--- config.mk ---
export PLATFORM = sky130hd
export DESIGN_NAME = uhmds_top
export DESIGN_NICKNAME = d
export VERILOG_FILES = /design/src/hdl/uhmds_top.v /design/src/hdl/uhmds_sync.v /design/src/hdl/uhmds_rx.v
export VERILOG_INCLUDE_DIRS = /design/src /design/src/include
export SDC_FILE = /design/constraint.sdc
export NUM_CORES = 1
export LEC_CHECK = 0
export ABC_AREA = 1
export BUFFER_PORTS_ARGS = -buffer_cell sky130_fd_sc_hd__buf_2
export CORE_MARGIN = 3
export CORE_UTILIZATION = 65
export CTS_CLUSTER_DIAMETER = 150
export DETAILED_ROUTE_END_ITERATION = 10
export PLACE_DENSITY_LB_ADDON = 0.3
export SLEW_MARGIN = 25
export SYNTH_ARGS = -nofsm -noshare
export SYNTH_HDL_FRONTEND = slang
export SYNTH_HIERARCHICAL = 1
export SYNTH_SLANG_ARGS = --single-unit
--- constraint.sdc ---
create_clock -name MCLK -period 4.9 [get_ports MCLK]
set_clock_uncertainty 0.05 [all_clocks]
set_input_delay 0.49 -clock MCLK [delete_from_list [all_inputs] [get_ports MCLK]]
set_output_delay 0.49 -clock MCLK [all_outputs]
set_load 0.01 [all_outputs]
--- src/include/uhmds_consts.vh ---
`ifndef UHMDS_CONSTS_VH
`define UHMDS_CONSTS_VH
// ****************************************
// register offsets
// ****************************************
`define UHMDS_A_DATA   3'h0
`define UHMDS_A_MASK   3'h1
`define UHMDS_A_FCTL   3'h2
`define UHMDS_A_MCTL   3'h4
`define UHMDS_A_LSR    3'h5
`define UHMDS_A_MSR    3'h6
`define UHMDS_A_STAT   3'h7
// ****************************************
// field positions
// ****************************************
`define UHMDS_MCTL_RTS  1
`define UHMDS_MCTL_LOOP 4
`define UHMDS_MCTL_AUTO 5
`define UHMDS_FCTL_EN   0
`define UHMDS_FCTL_RXCL 1
`define UHMDS_FCTL_TXCL 2
`define UHMDS_FCTL_DMA  3
`define UHMDS_FCTL_TRH  7
`define UHMDS_FCTL_TRL  6
`define UHMDS_MSR_EDGE 2
`define UHMDS_MSR_LVL  6
`define UHMDS_LSR_DR   0
`define UHMDS_LSR_OE   1
`define UHMDS_LSR_THRE 5
`define UHMDS_LSR_TEMT 6
`define UHMDS_ST_RX    0
`define UHMDS_ST_TX    1
`define UHMDS_ST_MDM   2
`define UHMDS_ST_TOUT  3
// ****************************************
// reset values and counts
// ****************************************
`define UHMDS_RV_MCTL  8'h00
`define UHMDS_RV_FCTL  8'h00
`define UHMDS_RV_MASK  4'h0
`define UHMDS_TRIG0    5'h01
`define UHMDS_TRIG1    5'h04
`define UHMDS_TRIG2    5'h08
`define UHMDS_TRIG3    5'h0E
`define UHMDS_DEPTH    5'h10
`define UHMDS_OVS_LAST 4'hF
`define UHMDS_OVS_MID  4'h7
`define UHMDS_TX_BITS  4'hA
`define UHMDS_TOUT     10'h280
`endif

--- src/hdl/uhmds_top.v ---
// The plain strobed port and the register offsets were chosen for this implementation.
`timescale 1ns/10ps
`default_nettype none
`include "uhmds_consts.vh"
module uhmds_top (
	// clock and master reset
	input  wire       MCLK,
	input  wire       RST_N,
	// register port
	input  wire       CS,
	input  wire [2:0] ADDR,
	input  wire [7:0] WDATA,
	input  wire       WRITE_STROBE,
	input  wire       READ_STROBE,
	input  wire       READ_STROBE_N,
	output reg  [7:0] RDATA,
	// serial line
	input  wire       RCLK,
	input  wire       SERIAL_IN,
	output reg        SERIAL_OUT,
	// modem lines
	input  wire       CALL_ALERT_N,
	output reg        REQUEST_TO_SEND_N,
	// dma and interrupt
	output reg        RX_DMA_REQUEST_N,
	output reg        TX_DMA_REQUEST_N,
	output reg        IRQ_OUT
);
	// ****************************************
	// functions
	// ****************************************
	function [4:0] fifo_cap;
		input en;
		begin
			fifo_cap = en ? `UHMDS_DEPTH : 5'h01;
		end
	endfunction

	function [3:0] ptr_inc;
		input [3:0] p;
		begin
			ptr_inc = p + 4'h1;
		end
	endfunction

	// ****************************************
	// input synchronisers
	// ****************************************
	wire [2:0] pins_s;
	wire       rclk_s;
	wire       sin_s;
	wire       alert_s;

	uhmds_sync #(.W(3), .RV(1'b1)) u_sync (
		.clk   (MCLK),
		.rst_n (RST_N),
		.d     ({RCLK, SERIAL_IN, CALL_ALERT_N}),
		.q     (pins_s)
	);
	assign rclk_s = pins_s[2];
	assign sin_s  = pins_s[1];
	assign alert_s = pins_s[0];

	reg  rclk_d;
	reg  alert_d;
	wire tick;
	wire alert_rise;

	assign tick       = rclk_s & ~rclk_d;
	assign alert_rise = alert_s & ~alert_d;

	// ****************************************
	// control registers and decode
	// ****************************************
	reg  [7:0] mctl;
	reg  [7:0] fctl;
	reg  [3:0] mask;
	reg  [3:0] status;
	reg        edge_flag;
	reg        overrun;
	wire       rd;
	wire       wr;
	wire       loop;
	wire       fifo_en;
	wire       mode1;
	reg  [4:0] trig;

	assign rd      = CS & (READ_STROBE | ~READ_STROBE_N);
	assign wr      = CS & WRITE_STROBE;
	assign loop    = mctl[`UHMDS_MCTL_LOOP];
	assign fifo_en = fctl[`UHMDS_FCTL_EN];
	assign mode1   = fifo_en & fctl[`UHMDS_FCTL_DMA];

	always @* begin
		case (fctl[`UHMDS_FCTL_TRH:`UHMDS_FCTL_TRL])
		2'h0:    trig = `UHMDS_TRIG0;
		2'h1:    trig = `UHMDS_TRIG1;
		2'h2:    trig = `UHMDS_TRIG2;
		default: trig = `UHMDS_TRIG3;
		endcase
	end

	wire wr_fctl;
	wire rx_clr;
	wire tx_clr;

	// toggling fifo enable flushes both queues
	assign wr_fctl = wr & (ADDR == `UHMDS_A_FCTL);
	assign rx_clr  = wr_fctl & (WDATA[`UHMDS_FCTL_RXCL] | (WDATA[`UHMDS_FCTL_EN] != fifo_en));
	assign tx_clr  = wr_fctl & (WDATA[`UHMDS_FCTL_TXCL] | (WDATA[`UHMDS_FCTL_EN] != fifo_en));

	// ****************************************
	// receiver and receive queue
	// ****************************************
	reg        tx_line;
	wire [7:0] rx_data;
	wire       rx_valid;

	uhmds_rx u_rx (
		.clk   (MCLK),
		.rst_n (RST_N),
		.tick  (tick),
		.rxd   (loop ? tx_line : sin_s),
		.data  (rx_data),
		.valid (rx_valid)
	);

	reg  [7:0] rx_mem [0:15];
	reg  [3:0] rx_wp;
	reg  [3:0] rx_rp;
	reg  [4:0] rx_cnt;
	wire       rx_pop;
	wire       rx_push;

	assign rx_pop  = rd & (ADDR == `UHMDS_A_DATA) & (rx_cnt != 5'h00);
	// holding only one character while FIFOs are off
	assign rx_push = rx_valid & (rx_cnt < fifo_cap(fifo_en));

	always @(posedge MCLK or negedge RST_N) begin
		if (!RST_N) begin
			rx_wp  <= 4'h0;
			rx_rp  <= 4'h0;
			rx_cnt <= 5'h00;
		end else if (rx_clr) begin
			rx_wp  <= 4'h0;
			rx_rp  <= 4'h0;
			rx_cnt <= 5'h00;
		end else begin
			if (rx_push)
				rx_wp <= ptr_inc(rx_wp);
			if (rx_pop)
				rx_rp <= ptr_inc(rx_rp);
			rx_cnt <= rx_cnt + {4'h0, rx_push} - {4'h0, rx_pop};
		end
	end

	always @(posedge MCLK) begin
		if (rx_push)
			rx_mem[rx_wp] <= rx_data;
	end

	// ****************************************
	// receive time-out
	// ****************************************
	reg [9:0] tout_cnt;
	reg       tout;

	// idle four character times with data held
	always @(posedge MCLK or negedge RST_N) begin
		if (!RST_N) begin
			tout_cnt <= 10'h000;
			tout     <= 1'b0;
		end else if (rx_push | rx_pop | rx_clr | (rx_cnt == 5'h00)) begin
			tout_cnt <= 10'h000;
			tout     <= 1'b0;
		end else if (tick) begin
			if (tout_cnt == `UHMDS_TOUT)
				tout <= 1'b1;
			else
				tout_cnt <= tout_cnt + 10'h001;
		end
	end

	// ****************************************
	// transmit queue and serialiser
	// ****************************************
	reg  [7:0] tx_mem [0:15];
	reg  [3:0] tx_wp;
	reg  [3:0] tx_rp;
	reg  [4:0] tx_cnt;
	reg  [9:0] tx_sh;
	reg  [3:0] tx_bits;
	reg  [3:0] tx_tc;
	wire       tx_push;
	wire       tx_load;
	wire       tx_busy;

	// writes to a full queue are dropped
	assign tx_push = wr & (ADDR == `UHMDS_A_DATA) & (tx_cnt < fifo_cap(fifo_en));
	assign tx_busy = tx_bits != 4'h0;
	assign tx_load = ~tx_busy & (tx_cnt != 5'h00);

	always @(posedge MCLK or negedge RST_N) begin
		if (!RST_N) begin
			tx_wp  <= 4'h0;
			tx_rp  <= 4'h0;
			tx_cnt <= 5'h00;
		end else if (tx_clr) begin
			tx_wp  <= 4'h0;
			tx_rp  <= 4'h0;
			tx_cnt <= 5'h00;
		end else begin
			if (tx_push)
				tx_wp <= ptr_inc(tx_wp);
			if (tx_load)
				tx_rp <= ptr_inc(tx_rp);
			tx_cnt <= tx_cnt + {4'h0, tx_push} - {4'h0, tx_load};
		end
	end

	always @(posedge MCLK) begin
		if (tx_push)
			tx_mem[tx_wp] <= WDATA;
	end

	// shares the receive tick, no baud generator here
	always @(posedge MCLK or negedge RST_N) begin
		if (!RST_N) begin
			tx_sh   <= 10'h3FF;
			tx_bits <= 4'h0;
			tx_tc   <= 4'h0;
			tx_line <= 1'b1;
		end else if (tx_load) begin
			tx_sh   <= {1'b1, tx_mem[tx_rp], 1'b0};
			tx_bits <= `UHMDS_TX_BITS;
			tx_tc   <= 4'h0;
		end else if (tx_busy & tick) begin
			tx_line <= tx_sh[0];
			tx_tc   <= tx_tc + 4'h1;
			if (tx_tc == `UHMDS_OVS_LAST) begin
				tx_sh   <= {1'b1, tx_sh[9:1]};
				tx_bits <= tx_bits - 4'h1;
			end
		end else if (~tx_busy) begin
			tx_line <= 1'b1;
		end
	end

	// ****************************************
	// events and interrupt
	// ****************************************
	reg        rx_trig_d;
	reg        tx_empty_d;
	wire       rx_trig;
	wire       tx_empty;
	wire [3:0] ev;
	wire [3:0] st_clr;
	wire [3:0] next_status;
	reg        tout_d;

	assign rx_trig  = rx_cnt >= trig;
	assign tx_empty = (tx_cnt == 5'h00) & ~tx_busy;
	assign ev = {tout & ~tout_d, alert_rise, tx_empty & ~tx_empty_d, rx_trig & ~rx_trig_d};
	assign st_clr = (wr & (ADDR == `UHMDS_A_STAT)) ? WDATA[3:0] : 4'h0;
	assign next_status = (status & ~st_clr) | ev;

	// ****************************************
	// register file
	// ****************************************
	always @(posedge MCLK or negedge RST_N) begin
		if (!RST_N) begin
			mctl       <= `UHMDS_RV_MCTL;
			fctl       <= `UHMDS_RV_FCTL;
			mask       <= `UHMDS_RV_MASK;
			status     <= 4'h0;
			edge_flag  <= 1'b0;
			overrun    <= 1'b0;
			rclk_d     <= 1'b1;
			alert_d    <= 1'b1;
			rx_trig_d  <= 1'b0;
			tx_empty_d <= 1'b1;
			tout_d     <= 1'b0;
			RDATA      <= 8'h00;
			IRQ_OUT    <= 1'b0;
		end else begin
			rclk_d     <= rclk_s;
			alert_d    <= alert_s;
			rx_trig_d  <= rx_trig;
			tx_empty_d <= tx_empty;
			tout_d     <= tout;
			status     <= next_status;
			IRQ_OUT    <= |(next_status & mask);
			if (wr & (ADDR == `UHMDS_A_MCTL))
				mctl <= WDATA;
			if (wr_fctl)
				fctl <= WDATA;
			if (wr & (ADDR == `UHMDS_A_MASK))
				mask <= WDATA[3:0];
			if (alert_rise)
				edge_flag <= 1'b1;
			else if (rd & (ADDR == `UHMDS_A_MSR))
				edge_flag <= 1'b0;
			if (rx_valid & ~rx_push)
				overrun <= 1'b1;
			else if (rd & (ADDR == `UHMDS_A_LSR))
				overrun <= 1'b0;
			RDATA <= 8'h00;
			if (rd) begin
				case (ADDR)
				`UHMDS_A_DATA: RDATA <= (rx_cnt != 5'h00) ? rx_mem[rx_rp] : 8'h00;
				`UHMDS_A_MASK: RDATA <= {4'h0, mask};
				`UHMDS_A_FCTL: RDATA <= fctl;
				`UHMDS_A_MCTL: RDATA <= mctl;
				`UHMDS_A_LSR: begin
					RDATA[`UHMDS_LSR_DR]   <= rx_cnt != 5'h00;
					RDATA[`UHMDS_LSR_OE]   <= overrun;
					RDATA[`UHMDS_LSR_THRE] <= tx_cnt == 5'h00;
					RDATA[`UHMDS_LSR_TEMT] <= tx_empty;
				end
				`UHMDS_A_MSR: begin
					RDATA[`UHMDS_MSR_LVL]  <= alert_s;
					RDATA[`UHMDS_MSR_EDGE] <= edge_flag;
				end
				`UHMDS_A_STAT: RDATA <= {4'h0, status};
				default:       RDATA <= 8'h00;
				endcase
			end
		end
	end

	// ****************************************
	// modem and dma outputs
	// ****************************************
	reg  rx_dma_act;
	wire rts_hold;

	assign rts_hold = mctl[`UHMDS_MCTL_AUTO] & rx_trig;

	always @(posedge MCLK or negedge RST_N) begin
		if (!RST_N) begin
			REQUEST_TO_SEND_N <= 1'b1;
			SERIAL_OUT        <= 1'b1;
			rx_dma_act        <= 1'b0;
			RX_DMA_REQUEST_N  <= 1'b1;
			TX_DMA_REQUEST_N  <= 1'b0;
		end else begin
			REQUEST_TO_SEND_N <= ~(mctl[`UHMDS_MCTL_RTS] & ~loop & ~rts_hold);
			// loopback keeps the line marking
			SERIAL_OUT <= tx_line | loop;
			if (rx_cnt == 5'h00)
				rx_dma_act <= 1'b0;
			else if (rx_trig | tout)
				rx_dma_act <= 1'b1;
			RX_DMA_REQUEST_N <= mode1 ? ~rx_dma_act : (rx_cnt == 5'h00);
			TX_DMA_REQUEST_N <= mode1 ? ~(tx_cnt < fifo_cap(fifo_en)) : (tx_cnt != 5'h00);
		end
	end
endmodule
`default_nettype wire

--- src/hdl/uhmds_sync.v ---
`timescale 1ns/10ps
`default_nettype none
module uhmds_sync #(
	parameter W  = 1,
	parameter RV = 1'b0
) (
	// clock and reset
	input  wire         clk,
	input  wire         rst_n,
	// levels
	input  wire [W-1:0] d,
	output reg  [W-1:0] q
);
	reg [W-1:0] meta;

	// first stage feeds only the second
	always @(posedge clk or negedge rst_n) begin
		if (!rst_n) begin
			meta <= {W{RV}};
			q    <= {W{RV}};
		end else begin
			meta <= d;
			q    <= meta;
		end
	end
endmodule
`default_nettype wire

--- src/hdl/uhmds_rx.v ---
`timescale 1ns/10ps
`default_nettype none
`include "uhmds_consts.vh"
module uhmds_rx (
	// clock and reset
	input  wire       clk,
	input  wire       rst_n,
	// line side
	input  wire       tick,
	input  wire       rxd,
	// character out
	output reg  [7:0] data,
	output reg        valid
);
	localparam S_IDLE  = 2'h0;
	localparam S_START = 2'h1;
	localparam S_DATA  = 2'h2;
	localparam S_STOP  = 2'h3;

	reg [1:0] state;
	reg [3:0] cnt;
	reg [2:0] nbit;
	reg [7:0] sh;

	always @(posedge clk or negedge rst_n) begin
		if (!rst_n) begin
			state <= S_IDLE;
			cnt   <= 4'h0;
			nbit  <= 3'h0;
			sh    <= 8'h00;
			data  <= 8'h00;
			valid <= 1'b0;
		end else begin
			valid <= 1'b0;
			if (tick) begin
				case (state)
				S_IDLE: begin
					cnt <= 4'h0;
					if (!rxd)
						state <= S_START;
				end
				S_START: begin
					// false start bits fall back to idle
					if (cnt == `UHMDS_OVS_MID) begin
						cnt   <= 4'h0;
						nbit  <= 3'h0;
						state <= rxd ? S_IDLE : S_DATA;
					end else
						cnt <= cnt + 4'h1;
				end
				S_DATA: begin
					cnt <= cnt + 4'h1;
					if (cnt == `UHMDS_OVS_LAST) begin
						sh   <= {rxd, sh[7:1]};
						nbit <= nbit + 3'h1;
						if (nbit == 3'h7)
							state <= S_STOP;
					end
				end
				S_STOP: begin
					cnt <= cnt + 4'h1;
					if (cnt == `UHMDS_OVS_LAST) begin
						state <= S_IDLE;
						// framing errors are dropped silently
						if (rxd) begin
							data  <= sh;
							valid <= 1'b1;
						end
					end
				end
				default: state <= S_IDLE;
				endcase
			end
		end
	end
endmodule
`default_nettype wire

==> results.py <==
metrics = {
    "grt": {
        "grtUsageMet3_pct": 5.31,
        "met1_usage_pct": 39.9,
        "grt_pass1_vias": 11400,
        "grt_use_met2_pct": 41.8,
        "grt_pass1_wl_microns": 60500,
        "antenna_found_initial": 0,
        "top_usage_layer": "met2",
        "grt_max_degree": 93,
        "track_usage_pct": 27.2,
        "grt_overflow": 0,
    },
    "sta": {
        "hold-worst-slack_ns": -0.00405,
        "rsz0062_at_grt": "false",
        "fin_crit_sh_pct": 69.1,
        "hold_viol": 6,
        "worstMarginPinSlew_ns": 1.06,
        "fmax_mhz": 295,
        "setup_viol": 0,
        "timing.final.crit_period_ns": 3.38,
        "slew_viol_final": 0,
        "finalSetupTns_ns": 0,
        "setup_slack_ns": 1.52,
        "max_slew_margin_pct": 29.5,
    },
    "detailed_routing": {
        "route.detailed.drc": 0,
        "firstDrtPassIters": 5,
        "wire_per_inst_microns": 19.5,
        "ant_nets": 0,
        "drtIter0Drc": 1395,
        "wl_microns": 37900,
        "via_per_inst": 6.04,
        "vias": 11800,
    },
    "pwr": {
        "power_density_nw_per_um2": 518,
        "fin_total_pwr_mw": 9.60,
        "vdd_drop_max_uv": 396,
        "p_leak_nw": 7.26,
    },
    "yosys": {
        "ys_types": 46,
        "ys_ff_latch": 388,
        "ys_seq_area_share_pct": 65.2,
        "synthTopCellsByArea": "edfxtp_1 45%, dfrtp_1 16%, nand2_1 5.6%",
        "synth_top_area_share_pct": 45.5,
        "syn_area_sq_um": 16900,
        "yosysTopAreaCell": "edfxtp_1",
        "postSynthAreaPerCell_sq_um": 10.8,
        "syn_inst": 1568,
        "yosysWarnings": 6,
        "syn-num-nets": 1632,
    },
    "place": {
        "dp.cells": 1875,
        "pre_cts_slack_ns": 1.68,
        "portBuffers": 32,
        "dp_hpwl_microns": 23800,
        "placed_area_sq_um": 17200,
        "globalplace.congestion": 0.892,
    },
    "final_layout": {
        "antennaDiodeCount": 0,
        "drive_above_1_share_pct": 9.71,
        "multi_input_area_sq_um": 5030,
        "final_nets": 1651,
        "utilization_pct": 72.9,
        "area_growth_pct": 9.65,
        "fin_cells": 1947,
        "fill_cells": 1697,
        "design_area_sq_um": 18500,
        "seq_area_sq_um": 11000,
    },
    "setup_path": {
        "cp.arrival_ns": 3.73,
        "path_max_fanout": 14,
        "cp-startpoint": "tx_cnt[2]$_DFF_PN0_",
        "critPathRequiredTime_ns": 5.25,
        "r2r_start": "tx_cnt[2]$_DFF_PN0_",
        "endpoint_kind": "flop",
        "path_class": "reg2reg",
        "startpoint_type": "flop",
    },
    "outcome": {
        "violations": "hold timing",
        "status": "finished, violations left",
    },
    "clocking": {
        "cts_resized": 0,
        "cts.sinks": 388,
        "cts_tree": "built",
        "htree_levels": 2,
        "root_buffer": "clkbuf_16",
        "post_cts_buffers": 0,
        "clkLatencyLatePin_ns": 0.53,
        "cts.clk_slew.worst_paths_ns": 0.06,
        "holdBufCountCts": 1,
        "cts_buffers": 39,
        "clk_path_buf_depth": 3,
    },
    "floorplanning": {
        "fp.dieW_microns": 167,
        "die-area_sq_um": 28000,
        "die_h_microns": 167,
        "ios": 33,
        "core_sq_um": 25400,
        "initial_core_util_pct": 66.5,
        "floorplan.rows": 58,
    },
    "min_path": {
        "hold_path_class": "in2async",
    },
    "run": {
        "maxCapViolations": 0,
    },
}
[critical path: stages, from the launching register on]
cell     delay, ns
dfrtp_1       0.36
inv_1         0.10
ha_1          0.21
nand3_1       0.17
inv_1         0.07
nor2_1        0.76
ha_1          0.37
inv_1         0.07
ha_1          0.15
inv_1         0.05
fa_1          0.39
o21ai_0       0.19
a21oi_1       0.10
xor2_1        0.15
nor2_1        0.06
[logic make-up (layout without fill, tap and decap cells)]
| logic type | Yosys count | in the layout | synth area share, % |
|---|---|---|---|
| buffers and inverters | 210 | 259 | 4.99 |
| AO/OA/AOI/OAI | 303 | 303 | 10.2 |
| AND/OR/NAND/NOR | 607 | 607 | 15.3 |
| multiplexers | 3 | 3 | 0.200 |
| adder cells (fa/ha/maj) | 44 | 44 | 3.39 |
| flip-flops | 388 | 388 | 65.2 |
| XOR/XNOR | 13 | 13 | 0.718 |
[layout make-up]
type                       instances  share of cell area (%)
sequential                       388                    59.5
multi-input combinational        970                    27.2
clock buffer                      57                    6.24
inverter                         149                    3.02
tap                              330                    2.23
timing repair buffer              39                    1.20
clock inverter                    14                   0.635
[metal layers]
layer,part of all wire (%),vias to the layer above
met1,41,5674
met2,46,591
met3,10,82
li1,-,5409
met5,0,-
met4,2.6,0
[sequential cells by signal, indices dropped and copies added (netlist names), 8 cells and up, named ones only]
signal     count
tout_cnt      10
fctl           8
RDATA          8
tx_sh          9
u_rx/data      8
u_rx/sh        8
tx_mem       128
rx_mem       128
mctl           8
[cells in the mapped netlist (all sizes together)]
cell type  instances
o2111ai            1
o31ai              1
a221oi             1
a21o               1
mux2               3
dfstp             22
a21boi             1
nand4              8
clkbuf            33
clkinv             2
nor2             195
nor4               1
xor2              10
o221ai             1
nand2            260
edfxtp           256
o2bb2ai            1
a31oi              1
nor3               9
nand3            134
ha                41
o21a               3
a21oi             48
o211ai            47
xnor2              3
a211oi             2
o22ai              1
fa                 3
dfrtp            110
o21ai            194
buf               28
inv              147
[cell usage in the layout (no fill, tap or decap), drive strengths merged, types with 2 or more instances in the layout]
master,Yosys,routed
bufinv,0,2
nor2,195,195
dfrtp,110,110
inv,147,147
o211ai,47,47
nand3,134,134
xnor2,3,3
mux2,3,3
fa,3,3
clkbuf,33,57
buf,28,38
a211oi,2,2
nand4,8,8
a21oi,48,48
ha,41,41
nand2,260,260
clkinv,2,13
o21a,3,3
o21ai,194,194
nor3,9,9
xor2,10,10
edfxtp,256,256
dfstp,22,22
[final timing paths]
kind	cells past startpoint	to	slack (ns)
setup / recovery	14	tx_cnt[4]$_DFF_PN0_	1.52
hold / removal	1	tout_cnt[0]$_DFFE_PN0P_	-0.004
setup reg to reg	14	tx_cnt[4]$_DFF_PN0_	1.52
hold reg to reg	0	u_sync/q[0]$_DFF_PN1_	0.31
max in group asynchronous	2	tx_rp[1]$_DFFE_PN0P_	3.72
min in group MCLK	1	u_sync/meta[2]$_DFF_PN1_	0.02
[power breakdown]
part	total, mW	switching, mW	leakage [nW]	internal, mW
clock	2.94	1.20	0.622	1.74
combinational	2.50	1.69	2.77	0.810
sequential	4.16	0.378	3.86	3.78
total	9.60	3.27	7.26	6.33
(Power assumes the default switching activity.)
